`src/include/lpmr_map.svh`:
```
/*
  Offsets, field positions, reset values and codes of the mode-register group.
  Assumes one 8-bit mode-register address space shared with other registers.
*/
// Function
// - latency field bits 3:0 write-only; codes 1-6 valid, code 1 default
// - drive field bits 3:0 write-only; codes 1-4,6,7 valid, code 2 default
// - temperature register holds read-only 3-bit refresh code; 0 low, 7 high limit
// - codes 5 and 6 mean 0.25x refresh; 6 also asks for derating
// - update flag bit 7 set when refresh code changed since last read
// - reading temperature register clears update flag
// - update flag is zero after power-up
// - refresh code bit 2 set means die above 85 degrees
// - identification register returns 8-bit maker code on bits 7:0, read-only
// - drive register at 03h, temperature 04h, identification 05h; other bits reserved
// - latency register at 02h, upper four bits reserved
`ifndef LPMR_MAP_SVH
`define LPMR_MAP_SVH
`define LPMR_ADDR_LATENCY 8'h02
`define LPMR_ADDR_DRIVE 8'h03
`define LPMR_ADDR_TEMP 8'h04
`define LPMR_ADDR_IDENT 8'h05
`define LPMR_LAT_RESET 4'h1
`define LPMR_LAT_MIN 4'h1
`define LPMR_LAT_MAX 4'h6
`define LPMR_DRV_RESET 4'h2
`define LPMR_TUF_BIT 7
`define LPMR_RATE_HOT_BIT 2
`define LPMR_RATE_RESET 3'h3
`define LPMR_RATE_LOW_LIMIT 3'h0
`define LPMR_RATE_HIGH_LIMIT 3'h7
`define LPMR_RATE_RESERVED 3'h4
`define LPMR_RATE_DERATE 3'h6
// arbitrary maker code of our own, not an assigned one
`define LPMR_MAKER_ID 8'h5a
`endif

```
`src/include/lpmr_pkg.sv`:
```
/*
  Types of the mode-register group.
  Assumes lpmr_map.svh for numeric constants.
*/
package lpmr_pkg;
  typedef struct packed {
    logic wr;
    logic rd;
    logic [7:0] addr;
    logic [7:0] wdata;
  } lpmr_cmd_t;
  typedef struct packed {
    logic [3:0] read_latency_cycles;
    logic [2:0] write_latency_cycles;
  } lpmr_lat_t;
  typedef enum logic [1:0] {
    LPMR_IDLE,
    LPMR_READ_OUT
  } lpmr_state_t;
endpackage : lpmr_pkg

```
`src/core/lpmr_latency_decode.sv`:
```
/*
  Decodes the stored latency code into read and write latency cycle counts.
  Assumes the code was already screened for reserved values.
*/
`timescale 1ns/1ps
`default_nettype none
`include "lpmr_map.svh"
module lpmr_latency_decode (
  input wire logic [3:0] code,
  output lpmr_pkg::lpmr_lat_t lat
);
  import lpmr_pkg::*;
  always_comb begin
    case (code)
      4'h2: lat = '{read_latency_cycles: 4'h4, write_latency_cycles: 3'h2};
      4'h3: lat = '{read_latency_cycles: 4'h5, write_latency_cycles: 3'h2};
      4'h4: lat = '{read_latency_cycles: 4'h6, write_latency_cycles: 3'h3};
      4'h5: lat = '{read_latency_cycles: 4'h7, write_latency_cycles: 3'h4};
      4'h6: lat = '{read_latency_cycles: 4'h8, write_latency_cycles: 3'h4};
      default: lat = '{read_latency_cycles: 4'h3, write_latency_cycles: 3'h1};
    endcase
  end
endmodule : lpmr_latency_decode
`default_nettype wire

```
`src/core/lpmr_mode_regs.sv`:
```
/*
  Mode registers for latency, drive strength, temperature status and maker id.
  Assumes commands arrive as one-cycle strobes synchronous to clock; the sensor
  code is synchronous too.
*/
`timescale 1ns/1ps
`default_nettype none
`include "lpmr_map.svh"
module lpmr_mode_regs (
  input wire logic clock,
  input wire logic rst,
  input wire lpmr_pkg::lpmr_cmd_t cmd,
  input wire logic [2:0] sensor_rate,
  output logic rd_valid,
  output logic [7:0] rd_data,
  output logic [3:0] read_latency_cycles,
  output logic [2:0] write_latency_cycles,
  output logic [3:0] output_drive_strength,
  output logic derate_timing,
  output logic temp_unsafe
);
  import lpmr_pkg::*;

  logic [3:0] lat_code_q, lat_code_d;
  logic [3:0] drv_q, drv_d;
  logic [2:0] rate_q, rate_d;
  logic tuf_q, tuf_d;
  logic rd_valid_q, rd_valid_d;
  logic [7:0] rd_data_q, rd_data_d;
  lpmr_state_t state_q, state_d;
  lpmr_lat_t lat_dec;
  lpmr_lat_t lat_q, lat_d;
  logic drtq_q, drtq_d, uns_q, uns_d;
  logic rate_changes, temp_read;

  lpmr_latency_decode u_lat (
    .code(lat_code_q),
    .lat(lat_dec)
  );

  assign rate_changes = (sensor_rate != rate_q);
  assign temp_read = cmd.rd && (cmd.addr == `LPMR_ADDR_TEMP);

  always_comb begin
    lat_code_d = lat_code_q;
    drv_d = drv_q;
    // reserved codes are dropped so the active setting stays legal
    if (cmd.wr && cmd.addr == `LPMR_ADDR_LATENCY &&
        cmd.wdata[3:0] >= `LPMR_LAT_MIN && cmd.wdata[3:0] <= `LPMR_LAT_MAX) begin
      lat_code_d = cmd.wdata[3:0];
    end
    if (cmd.wr && cmd.addr == `LPMR_ADDR_DRIVE) begin
      case (cmd.wdata[3:0])
        4'h1, 4'h2, 4'h3, 4'h4, 4'h6, 4'h7: drv_d = cmd.wdata[3:0];
        default: drv_d = drv_q;
      endcase
    end
  end

  always_comb begin
    // sensor code reserved value 4 is never stored
    rate_d = (sensor_rate == `LPMR_RATE_RESERVED) ? rate_q : sensor_rate;
    tuf_d = tuf_q;
    if (temp_read) begin
      tuf_d = 1'b0;
    end
    // a change in the read cycle still wins, so it is never lost
    if (rate_d != rate_q) begin
      tuf_d = 1'b1;
    end
    drtq_d = (rate_q == `LPMR_RATE_DERATE);
    uns_d = (rate_q == `LPMR_RATE_LOW_LIMIT) || (rate_q == `LPMR_RATE_HIGH_LIMIT);
    lat_d = lat_dec;
  end

  always_comb begin
    state_d = LPMR_IDLE;
    rd_valid_d = 1'b0;
    rd_data_d = rd_data_q;
    case (state_q)
      LPMR_IDLE: begin
        if (cmd.rd) begin
          state_d = LPMR_READ_OUT;
          rd_valid_d = 1'b1;
          case (cmd.addr)
            `LPMR_ADDR_TEMP: rd_data_d = {tuf_q, 4'h0, rate_q};
            `LPMR_ADDR_IDENT: rd_data_d = `LPMR_MAKER_ID;
            // write-only and unmapped addresses read as zero
            default: rd_data_d = 8'h00;
          endcase
        end
      end
      LPMR_READ_OUT: begin
        state_d = LPMR_IDLE;
        if (cmd.rd) begin
          state_d = LPMR_READ_OUT;
          rd_valid_d = 1'b1;
          case (cmd.addr)
            `LPMR_ADDR_TEMP: rd_data_d = {tuf_q, 4'h0, rate_q};
            `LPMR_ADDR_IDENT: rd_data_d = `LPMR_MAKER_ID;
            default: rd_data_d = 8'h00;
          endcase
        end
      end
      default: state_d = LPMR_IDLE;
    endcase
  end

  always_ff @(posedge clock) begin
    if (rst) begin
      lat_code_q <= `LPMR_LAT_RESET;
      drv_q <= `LPMR_DRV_RESET;
      rate_q <= `LPMR_RATE_RESET;
      tuf_q <= 1'b0;
      rd_valid_q <= 1'b0;
      rd_data_q <= 8'h00;
      state_q <= LPMR_IDLE;
      lat_q <= '{read_latency_cycles: 4'h3, write_latency_cycles: 3'h1};
      drtq_q <= 1'b0;
      uns_q <= 1'b0;
    end else begin
      lat_code_q <= lat_code_d;
      drv_q <= drv_d;
      rate_q <= rate_d;
      tuf_q <= tuf_d;
      rd_valid_q <= rd_valid_d;
      rd_data_q <= rd_data_d;
      state_q <= state_d;
      lat_q <= lat_d;
      drtq_q <= drtq_d;
      uns_q <= uns_d;
    end
  end

  assign rd_valid = rd_valid_q;
  assign rd_data = rd_data_q;
  assign read_latency_cycles = lat_q.read_latency_cycles;
  assign write_latency_cycles = lat_q.write_latency_cycles;
  assign output_drive_strength = drv_q;
  assign derate_timing = drtq_q;
  assign temp_unsafe = uns_q;
endmodule : lpmr_mode_regs
`default_nettype wire

```
`config.mk`:
```
export PLATFORM = sky130hd
export DESIGN_NAME = lpmr_mode_regs
export DESIGN_NICKNAME = d
export VERILOG_FILES = /design/src/include/lpmr_pkg.sv /design/src/core/lpmr_latency_decode.sv /design/src/core/lpmr_mode_regs.sv
export VERILOG_INCLUDE_DIRS = /design/src /design/src/include
export SDC_FILE = /design/constraint.sdc
export NUM_CORES = 1
export LEC_CHECK = 0
export BUFFER_PORTS_ARGS = -buffer_cell sky130_fd_sc_hd__buf_2
export CORE_MARGIN = 4
export CORE_UTILIZATION = 25
export CTS_CLUSTER_DIAMETER = 60
export DETAILED_ROUTE_END_ITERATION = 16
export PLACE_DENSITY = 0.51
export RECOVER_POWER = 50
export SETUP_SLACK_MARGIN = 0.02
export SYNTH_ARGS = -nofsm -noshare
export SYNTH_HDL_FRONTEND = slang
export SYNTH_SLANG_ARGS = --single-unit
```
`constraint.sdc`:
```
create_clock -name clock -period 4.4 [get_ports clock]
set_input_delay 0.22 -clock clock [delete_from_list [all_inputs] [get_ports clock]]
set_output_delay 0.22 -clock clock [all_outputs]
set_load 0.01 [all_outputs]
```
======== After elaboration in Yosys (flattened, before gate mapping) ========
Index checks and enable logic that the tools add are counted.
cells by class
  reductions and logical operators ........ 14
  $lt $le $gt $ge ......................... 2
  bitwise gates (word level) .............. 1
  eq/ne operators ......................... 20
  muxes and demuxes ....................... 7
operator list
  kind                  number
  $pmux W7 S5           1
  $eq A4 B3 Y1 const B  6
  $eq A4 B2 Y1 const B  4
  $eq A8 B2 Y1 const B  2
  $eq A8 B3 Y1 const B  2
  $pmux W8 S2           1
  $eq A3 B3 Y1 const B  3
  $reduce_or A6 Y1      1
  $logic_and A1 B1 Y1   5
  $eq A4 B1 Y1 const B  1
  $ge A4 B1 Y1 const B  1
  $le A4 B3 Y1 const B  1
  $mux W1               4
  $reduce_and A2 Y1     2
  $reduce_or A2 Y1      2
  $logic_not A3 Y1      1
  $mux W3               1
  $ne A3 B3 Y1          1
  $eq A2 B1 Y1 const B  1
  $logic_not A2 Y1      1
  $reduce_bool A2 Y1    1
  $logic_or A1 B1 Y1    1
  $not A1 Y1            1
storage, ports and cells
  logic and storage cells ................. 55
  bits in registers ....................... 32
  output and inout bits ................... 22

======== Logic depth before layout (Yosys ltp) ========
Gate-level depths: netlist of run 1.
  word-level depth ........................ 4
  gate-level depth with buffers ........... 6

======== Cells and area by module ========
Synthesis of run 1 repeated with hierarchy kept, for this count alone.
second synthesis, totals
  cell total of the unflattened synthesis .. 140
  area total of the unflattened synthesis .. 1222.4 um2
by module, submodules not included
  module               cells an instance  seq. area each (um2)  area each (um2)  instances
  lpmr_mode_regs       125                540.5                 1116.1           1
  lpmr_latency_decode  15                 0.0                   106.4            1

======== Least setup slack after synthesis of run 1 ========
No wires, ideal clock.
  path type ............................... input to register
  from .................................... input cmd[13] (netlist bit)
  to ...................................... register drv_q[0] (netlist: output_drive_strength[0])
  data required time ...................... 4.272 ns
  stages .................................. 5
  path slack .............................. 2.812 ns
  path buffers ............................ 0
  setup time .............................. 0.128 ns
  arrival ................................. 1.461 ns
  path through ............................ or4_4 and4bb_4 o21a_4 mux2i_1 nor2_1
between the ends
  word-level cells in the longest chain between the ends .. 3
ends and longest elaborated chain
  item                           RTL line               source
  start: declaration             lpmr_mode_regs.sv:12   input wire lpmr_pkg::lpmr_cmd_t cmd,
  $eq A8 B2 Y1 (no line)         --
  $logic_and A1 B1 Y1 (no line)  --
  $reduce_and A2 Y1 (no line)    --
  end signal: assignment         lpmr_mode_regs.sv:112  drv_q <= `LPMR_DRV_RESET;
  end signal: assignment         lpmr_mode_regs.sv:123  drv_q <= drv_d;
  end: declaration               lpmr_mode_regs.sv:25   logic [3:0] drv_q, drv_d;
No other way between the ends.
A chain may end at the register's enable or synchronous reset.

======== Worst setup path in the final report of run 1 ========
Ends and elaborated chain as after synthesis.

==> impl_metrics.yaml, run 1 <==
synthesis:
  synth.area.top_cells: "dfxtp_1 47%, a21oi_1 3.9%, nor3_1 3.9%"
  synth_ff_type: "dfxtp_1"
  synth_edf_count: 0
  yosys_warnings: 0
  syn_area_per_cell_um2: 9.034
  syn_inst: 127
  syn_nets: 150
  yosysSeqAreaShare: 0.4711
  synth_area_um2: 1147
  synth-seq-cells: 27
  synth_top_area_frac: 0.4711
  post-synth-top-count-cell: "dfxtp_1"
  ys_types: 36
  ys_top_cells_by_count: "27 x dfxtp_1, 11 x nor2_1, 9 x a21oi_1, 9 x nor3_1"
  yosysTopAreaCell: "dfxtp_1"
  async_flop_share: 0
timing:
  period_needed_ps: 1481
  rsz0062_at_grt: "false"
  final.period_utilization: 0.3366
  tns_ps: 0
  maxClockFrequency_ghz: 0.6752
  slew_headroom: 0.3035
  fin_skew_ps: 6.350
  maxSlewViolCount: 0
  finalSetupViolCount: 0
  hold_ws_ps: 193.1
  hold_viol: 0
  worstMarginPinSlew_ps: 1045
clock_tree:
  cts_resized: 0
  cts_buffers: 3
  clockBufferDepth: 2
  post_cts_buffers: 0
  cts_root_buf: "clkbuf_8"
  cts_tree: "yes"
  clock_sinks: 27
  cts_hold_buf: 0
  cts.reportedPaths.clkPinSlew_ps: 90
  clkLatencyLatePin_ps: 270
  htreeDepth: 1
placement:
  hpwlAfterDp_um: 1881
  gp_congestion: 0.6821
  portBuffers: 39
finish:
  fin_nets: 185
  fillers: 477
  syn2layout_area_growth_pct: 20.94
  drive_gt1_frac: 0.2112
  diodes: 0
job:
  max_cap_viol_count: 0
floorplanning:
  io_pins: 45
  die_w_um: 75.75
  die_area_um2: 5737
  start_util: 0.2617
  coreArea_um2: 4384
  rows: 24
  die_h_um: 75.75
critical_path:
  path_max_fanout: 5
  worstSetupEndpointType: "register"
  worstSetupPathType: "primary input to register"
  critical_path_required_ps: 4520
  cp.arrival_ps: 1600
  critPathLaunchType: "primary input"
global_route:
  grtUsageTotal: 0.09111
  grt_pass1_vias: 963
  antenna_found_initial: 0
  grt_overflow: 0
  grt_max_degree: 25
  grt_pass1_wl_um: 4105
drt:
  antenna_left: 0
  drt-initial-drc-count: 38
  route.detailed.drc: 0
  vias: 987
  vias_per_cell: 4.634
  dr.pass1.iters: 3
  finalWirelength_um: 2454
  wl_per_cell_um: 11.52
outcome:
  status: "completed"
min_path:
  hold_class: "primary input to register"
pwr:
  p_leak_uw: 0.0005610
  power.density_nw_per_um2: 305.3
  ir_drop_uv: 107.8
[area by class of cell]
type | instances | area (um^2) | share of cell area
Clock buffer | 4 | 45.04 | 0.03246
Inverter | 7 | 26.28 | 0.01894
Timing Repair Buffer | 39 | 177.7 | 0.1280
Multi-Input combinational cell | 84 | 533.0 | 0.3841
Tap cell | 52 | 65.06 | 0.04689
Sequential cell | 27 | 540.5 | 0.3895
[sequential cells by signal (all words and copies together), names as in the netlist]
name	count
tuf_q	1
temp_unsafe	1
lat_code_q	4
write_latency_cycles	3
output_drive_strength	4
read_latency_cycles	4
state_q	1
rate_q	3
derate_timing	1
rd_data	5
[layer usage]
metal | wire length, um | track usage | part of all wire | vias up
met5 | 0 | 0 | 0 | -
met4 | 0 | 0.04660 | 0 | 0
met2 | 1107 | 0.1473 | 0.45 | 29
met3 | 177 | 0.01319 | 0.072 | 0
li1 | - | - | - | 507
met1 | 1169 | 0.1171 | 0.48 | 451
[power by group]
part           total [uW]  switching [uW]  internal [uW]
clock                 138            73.5           64.8
combinational        33.8            19.1           14.7
sequential            252            3.94            248
[cell usage in the layout, fill, tap and decap left out, types with 2 or more instances in the layout]
master	count
inv_1	7
clkbuf_8	3
nand2b_1	4
nor3_1	9
o21ai_0	3
nor3b_1	2
dfxtp_1	27
a21oi_1	9
xnor2_1	3
xor2_1	2
nand2_1	7
nor4_1	2
nand3_1	3
buf_2	25
a31oi_1	3
nor2_1	11
o22ai_1	2
mux2i_1	3
nor2b_1	4
clkbuf_1	15
a211o_1	2
[worst max-delay path, cell delays in order]
cell and delay [ps]:
buf_2 90, or4_4 530, and4bb_4 390, o21a_4 150, mux2i_1 170, nor2_1 50
[stage by stage]
| stage | total power, uW | util | cell area (um^2) | instances | worst slack, ps |
|---|---|---|---|---|---|
| after detailed placement | 291.4 | 0.3102 | 1360 | 209 | 2633 |
| after CTS | 431.5 | 0.3205 | 1405 | 213 | 2916 |
| final | 423.6 | 0.3165 | 1388 | 213 | 2919 |
| after floorplan | 275.4 | - | 1147 | 127 | 2812 |
| after global placement | 290.6 | 0.3102 | 1360 | 209 | 2644 |
| after global routing | 445.5 | 0.3165 | 1388 | 213 | 2813 |
[worst paths after layout]
path	from	to	slack, ps	depth (start not counted)
max	cmd[13]	output_drive_strength[0]$_SDFFE_PP0P_	2920	6
min reg2reg	output_drive_strength[1]$_SDFFE_PP1P_	output_drive_strength[1]$_SDFFE_PP1P_	470	2
min	sensor_rate[0]	rate_q[1]$_SDFF_PP1_	190	2
max reg2reg	rate_q[1]$_SDFF_PP1_	tuf_q$_SDFFE_PP0P_	2970	5
[logic make-up (layout without fill, tap and decap cells)]
| family | count (synthesis) | count (layout) | synth area share |
|---|---|---|---|
| AND/OR/NAND/NOR | 50 | 50 | 0.2465 |
| flip-flops | 27 | 27 | 0.4711 |
| AO/OA/AOI/OAI | 25 | 25 | 0.1505 |
| buffers and inverters | 16 | 50 | 0.06434 |
| XOR/XNOR | 5 | 5 | 0.03817 |
| multiplexers | 3 | 3 | 0.02617 |
| other | 1 | 1 | 0.003268 |
Note: power is estimated with default switching activity, not from simulation.
==> run 2, diff against run 1 <==
--- a/config.mk
+++ b/config.mk
@@ -6,12 +6,13 @@
 export SDC_FILE = /design/constraint.sdc
 export NUM_CORES = 1
 export LEC_CHECK = 0
+export ABC_AREA = 1
 export BUFFER_PORTS_ARGS = -buffer_cell sky130_fd_sc_hd__buf_2
 export CORE_MARGIN = 4
 export CORE_UTILIZATION = 25
 export CTS_CLUSTER_DIAMETER = 60
 export DETAILED_ROUTE_END_ITERATION = 16
-export PLACE_DENSITY = 0.51
+export PLACE_DENSITY = 0.5
 export RECOVER_POWER = 50
 export SETUP_SLACK_MARGIN = 0.02
 export SYNTH_ARGS = -nofsm -noshare
==> constraint.sdc (replaced) <==
create_clock -name clock -period 1.5 [get_ports clock]
set_input_delay 0.075 -clock clock [delete_from_list [all_inputs] [get_ports clock]]
set_output_delay 0.075 -clock clock [all_outputs]
set_load 0.01 [all_outputs]
==> run 2 against run 1 <==
Flip-flop and latch count unchanged. Cell area rose by 6.4%. Clock power grew to 2.9 times the previous value. Routed wire length increased by 7.0%. First-iteration DRC count grew 11%. Via count up 12%. Critical path depth increased by 1. Non-clock buffer count is 1 higher. Sequential power rose to 2.9 times the previous value. Register-to-register slack worse by 2500 ps. Sequential share of layout area is 2.3 points lower. Largest cell class unchanged. Largest power group unchanged. Highest routed layer is now met4.
==> impl_metrics.yaml, run 2 <==
timing:
  maxClockFrequency_ghz: 0.9283
  period_needed_ps: 1077
  final.period_utilization: 0.7181
  rsz0062_at_grt: "false"
  slew_headroom: 0.5565
  hold_viol: 0
  maxSlewViolCount: 0
  fin_skew_ps: 0.9611
  worstMarginPinSlew_ps: 665.2
  finalSetupViolCount: 0
  tns_ps: 0
synthesis:
  synth_ff_type: "dfxtp_1"
  synth_top_area_frac: 0.4435
  syn_area_per_cell_um2: 7.254
  syn_inst: 168
  synth-seq-cells: 27
  yosysSeqAreaShare: 0.4435
  synth_edf_count: 0
  synth.area.top_cells: "dfxtp_1 44%, nand2_1 11%, inv_1 7.4%"
  async_flop_share: 0
  ys_top_cells_by_count: "36 x nand2_1, 27 x dfxtp_1, 24 x inv_1, 23 x nor2_1, 15 x nand3_1"
  ys_types: 26
  yosysTopAreaCell: "dfxtp_1"
  syn_nets: 191
  yosys_warnings: 0
  synth_area_um2: 1219
  post-synth-top-count-cell: "nand2_1"
min_path:
  hold_class: "primary input to register"
  hp-start: "sensor_rate[0]"
  hold_depth: 3
  whs_endpoint: "rate_q[0]$_SDFF_PP1_"
placement:
  gp_congestion: 0.7172
  portBuffers: 39
  hpwlAfterDp_um: 2077
clock_tree:
  cts_buffers: 3
  post_cts_buffers: 0
  htreeDepth: 1
  cts_root_buf: "clkbuf_8"
  clockBufferDepth: 2
  cts_resized: 0
  cts.reportedPaths.clkPinSlew_ps: 90
  cts_hold_buf: 0
  cts_tree: "yes"
  clkLatencyLatePin_ps: 270
  clock_sinks: 27
drt:
  dr.pass1.iters: 4
  finalWirelength_um: 2626
  drt-initial-drc-count: 42
  route.detailed.drc: 0
  wl_per_cell_um: 9.584
  vias_per_cell: 4.044
  vias: 1108
  antenna_left: 0
finish:
  fin_nets: 231
  fin_util: 0.3126
  final-seq-area_um2: 540.5
  final_common_cell: "nand2_1"
  syn2layout_area_growth_pct: 21.15
  final_cell_mix: "36 x nand2_1, 34 x buf_2, 27 x dfxtp_1"
  fillers: 549
  largest_register_ffs: 5
  multi_input_area_um2: 519.2
  drive_gt1_frac: 0.2271
  diodes: 0
floorplanning:
  io_pins: 45
  die_area_um2: 6056
  start_util: 0.2580
  rows: 25
  die_h_um: 77.82
  die_w_um: 77.82
  coreArea_um2: 4723
critical_path:
  path_cells: "inv_1, nand2_1, nor2_1, nand2_1, nand4_1, and2_1, nand2_1"
  path_max_fanout: 4
  worst_path_max_delay_cell: "dfxtp_1"
  slowest_delay_ps: 320
  worstSetupPathType: "register to register"
  critPathLaunchType: "register"
  r2r-end: "write_latency_cycles[0]$_SDFF_PP1_"
  r2r_slack_ps: 420
  r2r_cells: 7
  cp_common_cell: "nand2_1"
  critical_path_required_ps: 1670
  cp.arrival_ps: 1250
  r2r-start: "lat_code_q[3]$_SDFFE_PP0P_"
  worstSetupEndpointType: "register"
pwr:
  p_leak_uw: 0.0007138
  ir_drop_uv: 394.8
  power.density_nw_per_um2: 848.9
outcome:
  status: "completed"
global_route:
  antenna_found_initial: 0
  grt_max_degree: 16
  grt_pass1_wl_um: 4540
  grt_pass1_vias: 1085
  grtUsageTotal: 0.09281
  grt_overflow: 0
job:
  max_cap_viol_count: 0
==> run 2: layout make-up <==
class / instances / share of cell area
clock inverter: 1 / 0.003390
tap: 67 / 0.05678
timing repair buffer: 40 / 0.1305
inverter: 25 / 0.06356
multi-input combinational: 111 / 0.3517
sequential: 27 / 0.3661
clock buffer: 3 / 0.02797
==> run 2: metal layers <==
layer  global-route usage  vias up  routed length (um)  part of all wire
li1                     -      604                   -                 -
met1               0.1054      478                1177              0.45
met2               0.1652       24                1287              0.49
met3              0.03248        2                 146             0.056
met4              0.02135        0                  14            0.0053
met5                    0        -                   0                 0
==> run 2: worst max-delay path: cells and delay by family (launching register included) <==
kind | cells | cell delay (ps)
buffers and inverters | 1 | 120
and+or+nand+nor | 6 | 540
DFF | 1 | 320
==> run 2: power breakdown <==
group          switching (uW)  internal, uW  total [uW]
Sequential               7.61           726         734
Clock                     215           186         401
Combinational            75.6          42.9         119
Total                     298           955        1250
==> run 2: cell families after synthesis <==
| group | after synthesis | share of synthesized area |
|---|---|---|
| compound gates | 18 | 0.08418 |
| buf+inv | 30 | 0.1098 |
| flops | 27 | 0.4435 |
| other cells | 1 | 0.003077 |
| simple gates | 92 | 0.3593 |
==> run 2: metrics by stage <==
| step | total power [uW] | hold slack, ps | cell area, um^2 | cells | setup WS (ps) |
|---|---|---|---|---|---|
| 5_1_grt | 1325 | 55.67 | 1476 | 274 | 217.9 |
| 3_3_place_gp | 877.4 | 309.0 | 1465 | 270 | 450.0 |
| 6_report | 1253 | 26.29 | 1476 | 274 | 422.8 |
| 2_1_floorplan | 823.9 | 144.1 | 1219 | 168 | 527.6 |
| 3_5_place_dp | 877.6 | 305.7 | 1465 | 270 | 437.4 |
| 4_1_cts | 1287 | 17.80 | 1511 | 274 | 422.7 |
==> run 2: worst max-delay path by stage <==
stage	start	to	cells past startpoint
floorplan	lat_code_q[3]$_SDFFE_PP0P_	read_latency_cycles[1]$_SDFF_PP1_	7
global placement	lat_code_q[3]$_SDFFE_PP0P_	write_latency_cycles[0]$_SDFF_PP1_	7
detailed placement	lat_code_q[3]$_SDFFE_PP0P_	write_latency_cycles[0]$_SDFF_PP1_	7
CTS	lat_code_q[3]$_SDFFE_PP0P_	write_latency_cycles[0]$_SDFF_PP1_	7
global route	lat_code_q[3]$_SDFFE_PP0P_	write_latency_cycles[0]$_SDFF_PP1_	7
finish	lat_code_q[3]$_SDFFE_PP0P_	write_latency_cycles[0]$_SDFF_PP1_	7
